`src/design/ewd_pkg.sv`:
```
// Package for the extension word decoder: field positions, opcode range,
// data length codes, cycle-table constants and the carrier structs.
// Assumes 16-bit instruction words fetched in program order.
package ewd_pkg;

  localparam int WORD_W = 16;
  localparam int ADDR_W = 20;
  localparam int CNT_W = 4;

  // Opcode range of an extension word, seen in bits 15:11
  localparam int OPC_HI = 15;
  localparam int OPC_LO = 11;
  localparam logic [4:0] EXT_OPC = 5'h03;

  // Register-mode field positions
  localparam int ZC_BIT = 8;
  localparam int REP_BIT = 7;
  localparam int AL_BIT = 6;
  localparam int CNT_HI = 3;
  localparam int CNT_LO = 0;

  // Non-register-mode field positions
  localparam int SRCX_HI = 10;
  localparam int SRCX_LO = 7;
  localparam int DSTX_HI = 3;
  localparam int DSTX_LO = 0;

  // Byte/word bit and addressing fields of the following instruction
  localparam int BW_BIT = 6;
  localparam int AS_HI = 5;
  localparam int AS_LO = 4;
  localparam int AD_BIT = 7;
  localparam int F1_OPC_HI = 15;
  localparam int F1_OPC_LO = 12;
  localparam int F2_OPC_HI = 15;
  localparam int F2_OPC_LO = 10;
  localparam logic [5:0] F2_OPC = 6'h04;
  localparam logic [1:0] AS_REG = 2'h0;

  // Format I opcodes that take one cycle less on footnoted entries
  localparam logic [3:0] OPC_MOV = 4'h4;
  localparam logic [3:0] OPC_CMP = 4'h9;
  localparam logic [3:0] OPC_BIT = 4'hb;
  localparam logic [3:0] F1_FIRST = 4'h4;

  // Footnoted rows are those with an indexed, symbolic or absolute dest
  localparam logic [2:0] CYC_ONE = 3'h1;

  typedef enum logic [1:0] {
    EWD_LEN_RSVD,
    EWD_LEN_ADDR,
    EWD_LEN_WORD,
    EWD_LEN_BYTE
  } ewd_len_t;

  // Decoded controls handed to the datapath with the next instruction
  typedef struct packed {
    logic extended;
    logic regMode;
    logic carryForceZero;
    logic repFromReg;
    logic [CNT_W-1:0] countRegister;
    logic [CNT_W:0] repCount;
    logic [CNT_W-1:0] srcUpper;
    logic [CNT_W-1:0] dstUpper;
    ewd_len_t dataLen;
    logic wide20;
  } ewd_ctrl_t;

endpackage

```
`src/design/ewd_decode.sv`:
```
// Behaviour
// - Footnoted MOV, BIT, CMP rows one cycle less
// - Extended instruction operands are 20 bits wide
// - Accept prefix word; run unprefixed extended ops
// - Register layout only for register-mode forms
// - Words 1800h to 1FFFh are extension words
// - Zero-carry clear uses current carry flag
// - Zero-carry set feeds zero carry in
// - Count from bits 3:0 when source clear
// - Count from register low bits when set
// - Count field holds repetitions minus one
// - A/L with B/W selects data length
// - Non-register word supplies operand upper nibbles
//
// Extension word decoder top: watches the fetch stream, holds a prefix
// word and issues decoded controls with the following instruction.
// Assumes fetch and datapath share clk; count register value arrives
// combinationally from the register file in the same cycle.
// A second extension word that meets a held prefix is issued as the
// following instruction; prefixes never stack.
// Decode sits in front of one register stage: a cycle of latency is
// traded for outputs that all leave flip-flops.
`timescale 1ns/1ps
module ewd_decode #(
  parameter int CNT_W = ewd_pkg::CNT_W
) (
  input wire logic clk,
  input wire logic arst_n,
  input wire logic fetchValid,
  input wire logic [ewd_pkg::WORD_W-1:0] fetchWord,
  input wire logic nativeExt,
  input wire logic carryFlag,
  input wire logic [CNT_W-1:0] countRegValue,
  input wire logic [2:0] tableCycles,
  input wire logic footnoted,
  output logic [ewd_pkg::CNT_W-1:0] countRegSel,
  output logic instValid,
  output logic [ewd_pkg::WORD_W-1:0] instOut,
  output ewd_pkg::ewd_ctrl_t ctrlOut,
  output logic carryIn,
  output logic [2:0] execCycles
);

  typedef enum logic {
    EWD_IDLE,
    EWD_HELD
  } ewd_state_t;

  function automatic logic cycleSave(input logic [ewd_pkg::WORD_W-1:0] w);
    logic [3:0] op;
    op = w[ewd_pkg::F1_OPC_HI:ewd_pkg::F1_OPC_LO];
    cycleSave = (op == ewd_pkg::OPC_MOV) | (op == ewd_pkg::OPC_CMP) |
                (op == ewd_pkg::OPC_BIT);
  endfunction

  // controls of an extended op that runs without a prefix
  function automatic ewd_pkg::ewd_ctrl_t nativeControls();
    ewd_pkg::ewd_ctrl_t c;
    c = '0;
    c.extended = 1'b1;
    // Address-word length and 20-bit operands; no repeat, no carry change
    c.dataLen = ewd_pkg::EWD_LEN_ADDR;
    c.wide20 = 1'b1;
    nativeControls = c;
  endfunction

  ewd_state_t state_reg, state_next;
  logic [ewd_pkg::WORD_W-1:0] ext_reg;
  logic [ewd_pkg::CNT_W-1:0] countRegSel_reg;
  logic instValid_reg;
  logic [ewd_pkg::WORD_W-1:0] inst_reg;
  ewd_pkg::ewd_ctrl_t ctrl_reg;
  logic carryIn_reg;
  logic [2:0] cyc_reg;

  wire logic isExt;
  assign isExt = fetchWord[ewd_pkg::OPC_HI:ewd_pkg::OPC_LO] == ewd_pkg::EXT_OPC;

  // Prefix capture: an extension word seen while nothing is held
  wire logic takePrefix;
  assign takePrefix = fetchValid & isExt & (state_reg == EWD_IDLE);

  // Field decode of the held prefix against the word now fetched
  wire ewd_pkg::ewd_ctrl_t fieldCtrl;
  ewd_field ewd_field_i (
    .extWord(ext_reg),
    .instWord(fetchWord),
    .regLowBits(countRegValue[ewd_pkg::CNT_W-1:0]),
    .ctrl(fieldCtrl)
  );

  // Controls for the word being issued now
  wire logic issue;
  wire logic prefixed;
  wire ewd_pkg::ewd_ctrl_t nativeCtrl;
  wire ewd_pkg::ewd_ctrl_t issueCtrl;
  wire logic carryNext;
  assign issue = fetchValid & ~takePrefix;
  assign prefixed = state_reg == EWD_HELD;
  assign nativeCtrl = nativeControls();
  // native extended ops get 20-bit width without a prefix
  assign issueCtrl = prefixed ? fieldCtrl : (nativeExt ? nativeCtrl : '0);
  assign carryNext = issueCtrl.carryForceZero ? 1'b0 : carryFlag;

  // Cycle count handed to the datapath, from the table and the opcode
  wire logic isFmt1;
  wire logic saveOne;
  wire logic canCut;
  wire logic [2:0] cycNext;
  assign isFmt1 = fetchWord[ewd_pkg::F1_OPC_HI:ewd_pkg::F1_OPC_LO] >= ewd_pkg::F1_FIRST;
  assign saveOne = footnoted & isFmt1 & cycleSave(fetchWord);
  // Never cut below one cycle, whatever the caller's table says
  assign canCut = tableCycles > ewd_pkg::CYC_ONE;
  assign cycNext = (saveOne & canCut) ? (tableCycles - ewd_pkg::CYC_ONE) : tableCycles;

  // Prefix held until the next fetched word arrives
  always_comb begin
    state_next = state_reg;
    case (state_reg)
      EWD_IDLE: begin
        if (fetchValid && isExt) begin
          state_next = EWD_HELD;
        end
      end
      EWD_HELD: begin
        // A second prefix here is issued as the instruction
        if (fetchValid) begin
          state_next = EWD_IDLE;
        end
      end
      default: state_next = EWD_IDLE;
    endcase
  end

  // State register
  always_ff @(posedge clk or negedge arst_n) begin
    if (!arst_n) begin
      state_reg <= EWD_IDLE;
    end else begin
      state_reg <= state_next;
    end
  end

  // Prefix word kept for the field decoder until its partner arrives;
  // gaps in the fetch stream leave it untouched
  always_ff @(posedge clk or negedge arst_n) begin
    if (!arst_n) begin
      ext_reg <= '0;
    end else if (takePrefix) begin
      ext_reg <= fetchWord;
    end
  end

  // Register select is registered so the register file read has a cycle
  always_ff @(posedge clk or negedge arst_n) begin
    if (!arst_n) begin
      countRegSel_reg <= '0;
    end else if (takePrefix) begin
      countRegSel_reg <= fetchWord[ewd_pkg::CNT_HI:ewd_pkg::CNT_LO];
    end
  end

  // Issue pulse: one cycle per word handed to the datapath
  always_ff @(posedge clk or negedge arst_n) begin
    if (!arst_n) begin
      instValid_reg <= 1'b0;
    end else begin
      instValid_reg <= issue;
    end
  end

  // Issued word holds until the next issue
  always_ff @(posedge clk or negedge arst_n) begin
    if (!arst_n) begin
      inst_reg <= '0;
    end else if (issue) begin
      inst_reg <= fetchWord;
    end
  end

  // Decoded controls travel with the issued word
  always_ff @(posedge clk or negedge arst_n) begin
    if (!arst_n) begin
      ctrl_reg <= '0;
    end else if (issue) begin
      ctrl_reg <= issueCtrl;
    end
  end

  // Carry input sampled with the issued word; a later flag change
  // belongs to the next instruction, not to this one
  always_ff @(posedge clk or negedge arst_n) begin
    if (!arst_n) begin
      carryIn_reg <= 1'b0;
    end else if (issue) begin
      carryIn_reg <= carryNext;
    end
  end

  // Cycle count for the issued word
  always_ff @(posedge clk or negedge arst_n) begin
    if (!arst_n) begin
      cyc_reg <= '0;
    end else if (issue) begin
      cyc_reg <= cycNext;
    end
  end

  // Outputs straight from the issue-stage flip-flops
  assign countRegSel = countRegSel_reg;
  assign instValid = instValid_reg;
  assign instOut = inst_reg;
  assign ctrlOut = ctrl_reg;
  assign carryIn = carryIn_reg;
  assign execCycles = cyc_reg;

endmodule

```
`src/design/ewd_field.sv`:
```
// Field extraction from one extension word together with the
// instruction word that follows it. Purely combinational.
// Assumes the caller only trusts the result when the word is extended.
`timescale 1ns/1ps
module ewd_field (
  input wire logic [ewd_pkg::WORD_W-1:0] extWord,
  input wire logic [ewd_pkg::WORD_W-1:0] instWord,
  input wire logic [ewd_pkg::CNT_W-1:0] regLowBits,
  output ewd_pkg::ewd_ctrl_t ctrl
);

  // Register layout: Format I reg/reg, or Format II register mode
  wire logic isFmt2;
  wire logic srcReg;
  wire logic dstReg;
  wire logic regMode;
  assign isFmt2 = instWord[ewd_pkg::F2_OPC_HI:ewd_pkg::F2_OPC_LO] == ewd_pkg::F2_OPC;
  assign srcReg = instWord[ewd_pkg::AS_HI:ewd_pkg::AS_LO] == ewd_pkg::AS_REG;
  assign dstReg = ~instWord[ewd_pkg::AD_BIT];
  assign regMode = isFmt2 ? srcReg : (srcReg & dstReg);

  // Count source and the stored n-1 offset
  wire logic repFromReg;
  wire logic [ewd_pkg::CNT_W-1:0] cntField;
  wire logic [ewd_pkg::CNT_W-1:0] cntRaw;
  assign repFromReg = extWord[ewd_pkg::REP_BIT];
  assign cntField = extWord[ewd_pkg::CNT_HI:ewd_pkg::CNT_LO];
  assign cntRaw = repFromReg ? regLowBits : cntField;

  // Length from A/L and B/W
  wire logic [1:0] lenPair;
  assign lenPair = {extWord[ewd_pkg::AL_BIT], instWord[ewd_pkg::BW_BIT]};

  // reserved bits 5:4 are never looked at; 10:9 only as srcUpper in non-register mode
  always_comb begin
    ctrl = '0;
    ctrl.extended = 1'b1;
    ctrl.regMode = regMode;
    ctrl.carryForceZero = regMode & extWord[ewd_pkg::ZC_BIT];
    ctrl.repFromReg = regMode & repFromReg;
    ctrl.countRegister = cntField;
    ctrl.repCount = regMode ? ({1'b0, cntRaw} + 5'h01) : 5'h01;
    ctrl.srcUpper = regMode ? 4'h0 : extWord[ewd_pkg::SRCX_HI:ewd_pkg::SRCX_LO];
    ctrl.dstUpper = regMode ? 4'h0 : extWord[ewd_pkg::DSTX_HI:ewd_pkg::DSTX_LO];
    ctrl.dataLen = ewd_pkg::ewd_len_t'(lenPair);
    ctrl.wide20 = 1'b1;
  end

endmodule

```
`config.mk`:
```
export PLATFORM = sky130hd
export DESIGN_NAME = ewd_decode
export DESIGN_NICKNAME = d
export VERILOG_FILES = /design/src/design/ewd_pkg.sv /design/src/design/ewd_decode.sv /design/src/design/ewd_field.sv
export SDC_FILE = /design/constraint.sdc
export NUM_CORES = 1
export LEC_CHECK = 0
export ABC_AREA = 1
export ABC_CLOCK_PERIOD_IN_PS = 2990
export BUFFER_PORTS_ARGS = -buffer_cell sky130_fd_sc_hd__buf_2
export CAP_MARGIN = 40
export CORE_ASPECT_RATIO = 1.1
export CORE_UTILIZATION = 56
export CTS_BUF_LIST = sky130_fd_sc_hd__clkbuf_4 sky130_fd_sc_hd__clkbuf_8
export DETAILED_ROUTE_END_ITERATION = 8
export PLACE_DENSITY = 0.87
export SYNTH_ARGS = -nofsm -noshare
export SYNTH_HDL_FRONTEND = slang
export SYNTH_SLANG_ARGS = --single-unit
```
`constraint.sdc`:
```
create_clock -name clk -period 2.99 [get_ports clk]
set_input_delay 0 -clock clk [delete_from_list [all_inputs] [get_ports clk]]
set_output_delay 0 -clock clk [all_outputs]
set_load 0.005 [all_outputs]
```
==> summary.txt <==
Place
  – Buffers on Ports: 77
  – Final HPWL from detailed placement: 3750 µm
  – Final weighted congestion in routability-driven placement: 0.845

STA
  – Max Clock Freq: 0.527 GHz
  – Fin. Hold Viols: 0
  – Aggregate negative setup slack: 0 ns
  – RSZ-0062 raised after global routing: no
  – Final period demand of the worst path: 1.90 ns
  – Final setup violating endpoints: 0
  – Worst setup skew after layout: 0.00333 ns
  – Relative max-transition margin: 63.3%
  – Slew at the pin closest to its max-slew limit: 0.545 ns
  – Final max-slew violation count: 0
  – Fin crit share: 63.5%

Detailed routing
  – Total DRC errors in the routed layout: 0
  – Via-to-Cell Ratio: 5.18
  – Routed wire length per instance: 14.0 µm
  – Detailed-route via count: 2175
  – 1st-iter DRT viols: 117
  – Post-route antenna net violation count: 0
  – Detailed Routing Iterations Pass 1: 4
  – Wirelength, routed: 5890 µm

Worst hold path
  – Hold/Removal Path Class: input port to flop
  – Number of cells on the worst hold path: 5
  – Critical hold path startpoint: tableCycles[2]
  – Endpoint of the worst hold-timing path: execCycles[2]

Finish
  – Number of diodes added for antenna fixing: 0
  – Fraction of final layout cells sized beyond drive strength 1: 28.0%
  – Max reg flops: 23
  – Synth-to-layout area growth: 26.7%
  – Net count, final: 399

Floorplanning
  – Standard-cell rows: 24
  – Core region area: 4050 µm²
  – Die outline height: 71.1 µm
  – Die X-Extent: 64.8 µm
  – Top-level port count: 78
  – Total die area: 4600 µm²
  – Initial Util: 59.9%

Power
  – LEAKAGE: 1.74 nW
  – Total power: 0.00163 W
  – Power density over cell area: 528 nW/µm²
  – Maximum vdd drop: 0.252 mV

Global routing
  – Maximum number of pins on one net before global-route repair: 50
  – Global route overflow: 0
  – Number of global-route vias before repair: 2116
  – Initial antenna violation count: 0
  – Overall routing resource usage: 28.0%
  – First-pass GRT wire length: 9560 µm

Synthesis
  – Number of cells produced by synthesis: 277
  – Share of the synthesized area in compound gates (AO/OA/AOI/OAI): 6.85%
  – Main combinational cell family by area after synthesis: simple AND/OR/NAND/NOR gates
  – Synthesized netlist net count: 309
  – Average size of a mapped cell: 8.77 µm²
  – Number of distinct library cells after synthesis: 24
  – Fraction of the yosys area taken by sequential cells: 55.6%
  – Area share of xor/xnor cells in the synthesized design: 0.721%
  – Simple logic cell fraction of the synthesized area: 27.4%
  – Netlist Area Pre-Place: 2430 µm²
  – Count of yosys warnings during synthesis: 0
  – Adder and majority gate portion of the synthesized area: 1.55%
  – Multiplexer fraction of the synthesized cell area: 0%
  – Number of flip-flops and latches in the synthesized netlist: 54

CTS
  – Number of buffers inserted during clock tree synthesis: 5
  – Clk sink count: 54
  – Clock root buffer master: sky130_fd_sc_hd__clkbuf_8
  – Clock network latency to the later pin of the worst-skew pair: 0.31 ns
  – TritonCTS clock tree: built
  – Clock edge transition at the registers on the reported setup and hold paths: 0.09 ns
  – Number of buffers on the longest clock path: 2
  – Deepest level of the CTS H-tree: 2

Critical path
  – Worst reg2reg path endpoint: instOut[14]
  – Reg2Reg Depth: 7
  – Startpoint of the worst-slack reg-to-reg timing path: prefixed
  – Endpoint class of the critical path: flop
  – Kind of start point of the critical path: flop
  – Worst-path fanout max: 49
  – Critical path data required time: 3.20 ns
  – CP arrival: 2.11 ns
  – Worst Setup Path Type: flop to flop
  – Worst setup slack for register-to-register paths: 1.09 ns

Run status
  – Result of the run: finished clean

Job
  – Number of max-cap violations: 0
## kinds of logic (layout without fill, tap and decap cells)
kind of cell	Yosys count	after routing
buf+inv	36	127
flops	54	54
compound gates	33	33
fa+ha+maj	3	3
xor+xnor	2	2
simple gates	149	149
## worst max-delay path by stage
| stage | start | to | slack [ns] |
|---|---|---|---|
| floorplan | ext_reg[7] | ctrlOut[13] | 1.61 |
| global placement | prefixed | instOut[7] | 1.33 |
| detailed placement | prefixed | instOut[12] | 1.23 |
| CTS | prefixed | instOut[14] | 1.13 |
| global route | prefixed | instOut[14] | 0.97 |
| finish | prefixed | instOut[14] | 1.09 |
## cell type report
| class | instances | area [µm²] |
|---|---|---|
| inverter | 23 | 88.8 |
| clock buffer | 7 | 83.8 |
| multi-input combinational | 187 | 886 |
| tap | 52 | 65.1 |
| clock inverter | 1 | 30.0 |
| timing repair buffer | 96 | 573 |
| fill | 286 | 976 |
| sequential | 54 | 1350 |
## cell usage in the layout, fill, tap and decap left out
cell type                       netlist  layout
sky130_fd_sc_hd__dfrtp_1             54      54
sky130_fd_sc_hd__dlygate4sd3_1        0      18
sky130_fd_sc_hd__inv_1               21      21
sky130_fd_sc_hd__nor2_1              15      15
sky130_fd_sc_hd__buf_4                5       1
sky130_fd_sc_hd__bufinv_16            0       1
sky130_fd_sc_hd__inv_4                1       1
sky130_fd_sc_hd__nand3b_1             1       1
sky130_fd_sc_hd__clkbuf_8             0       5
sky130_fd_sc_hd__nor2_2               1       1
sky130_fd_sc_hd__o21ai_0             28      28
sky130_fd_sc_hd__buf_2                6      77
sky130_fd_sc_hd__nand2_2             11      11
sky130_fd_sc_hd__clkbuf_4             0       2
sky130_fd_sc_hd__o22ai_1              1       1
sky130_fd_sc_hd__nand3_2              1       1
sky130_fd_sc_hd__nand3_1             18      18
sky130_fd_sc_hd__clkinv_1             1       1
sky130_fd_sc_hd__xor2_1               1       1
sky130_fd_sc_hd__nand2_1             98      98
sky130_fd_sc_hd__ha_1                 3       3
sky130_fd_sc_hd__nor2_4               1       1
sky130_fd_sc_hd__xnor2_1              1       1
sky130_fd_sc_hd__a21oi_1              4       4
sky130_fd_sc_hd__nor2_8               2       2
sky130_fd_sc_hd__nand4_1              1       1
## stage by stage
stage               hold WS, ns  utilization, %  setup slack [ns]  cells  cell area (µm²)
finish                   0.0279            75.9              1.09    420             3080
floorplan                -0.296               -              1.61    277             2430
detailed placement       0.0201            68.7              1.23    394             2780
CTS                      0.0223            75.9              1.13    420             3080
global route             0.0590            75.9             0.973    420             3080
global placement        0.00759            68.7              1.33    394             2780
## cell usage after synthesis (all sizes together)
cell type	instances	area share (%)
buf	13	4.2
o21ai	28	5.8
a21oi	4	0.82
nand2	109	18
nand3	19	4.1
xnor2	1	0.36
nand3b	1	0.31
inv	22	3.5
o22ai	1	0.26
clkinv	1	0.15
nand4	1	0.26
nor2	19	4.7
dfrtp	54	56
ha	3	1.5
xor2	1	0.36
## worst max-delay path: stages (launching register included)
cell                      delay (ns)
sky130_fd_sc_hd__dfrtp_1        0.41
sky130_fd_sc_hd__inv_1          0.12
sky130_fd_sc_hd__nand3_2        0.15
sky130_fd_sc_hd__nor2_8         0.31
sky130_fd_sc_hd__nor2_8         0.11
sky130_fd_sc_hd__inv_4          0.39
sky130_fd_sc_hd__nand2_1        0.14
sky130_fd_sc_hd__o21ai_0        0.14
## repair_timing
action,CTS,global route
resized for setup,0,0
endpoints found under the hold margin,47,0
setup buffers,0,0
hold buffers,18,0
## per-layer routing
metal,vias up,GRT usage (%),wire length [µm]
li1,1040,-,-
met1,1021,35.6,2490
met2,95,43.8,2920
met3,19,5.16,259
met4,0,17.8,225
met5,-,0,0
## power by group
group,internal (W),switching (W)
Sequential,0.000794,0.0000507
Clock,0.000269,0.000232
Combinational,0.000119,0.000162
No activity file was read; power rests on OpenSTA's default activity.
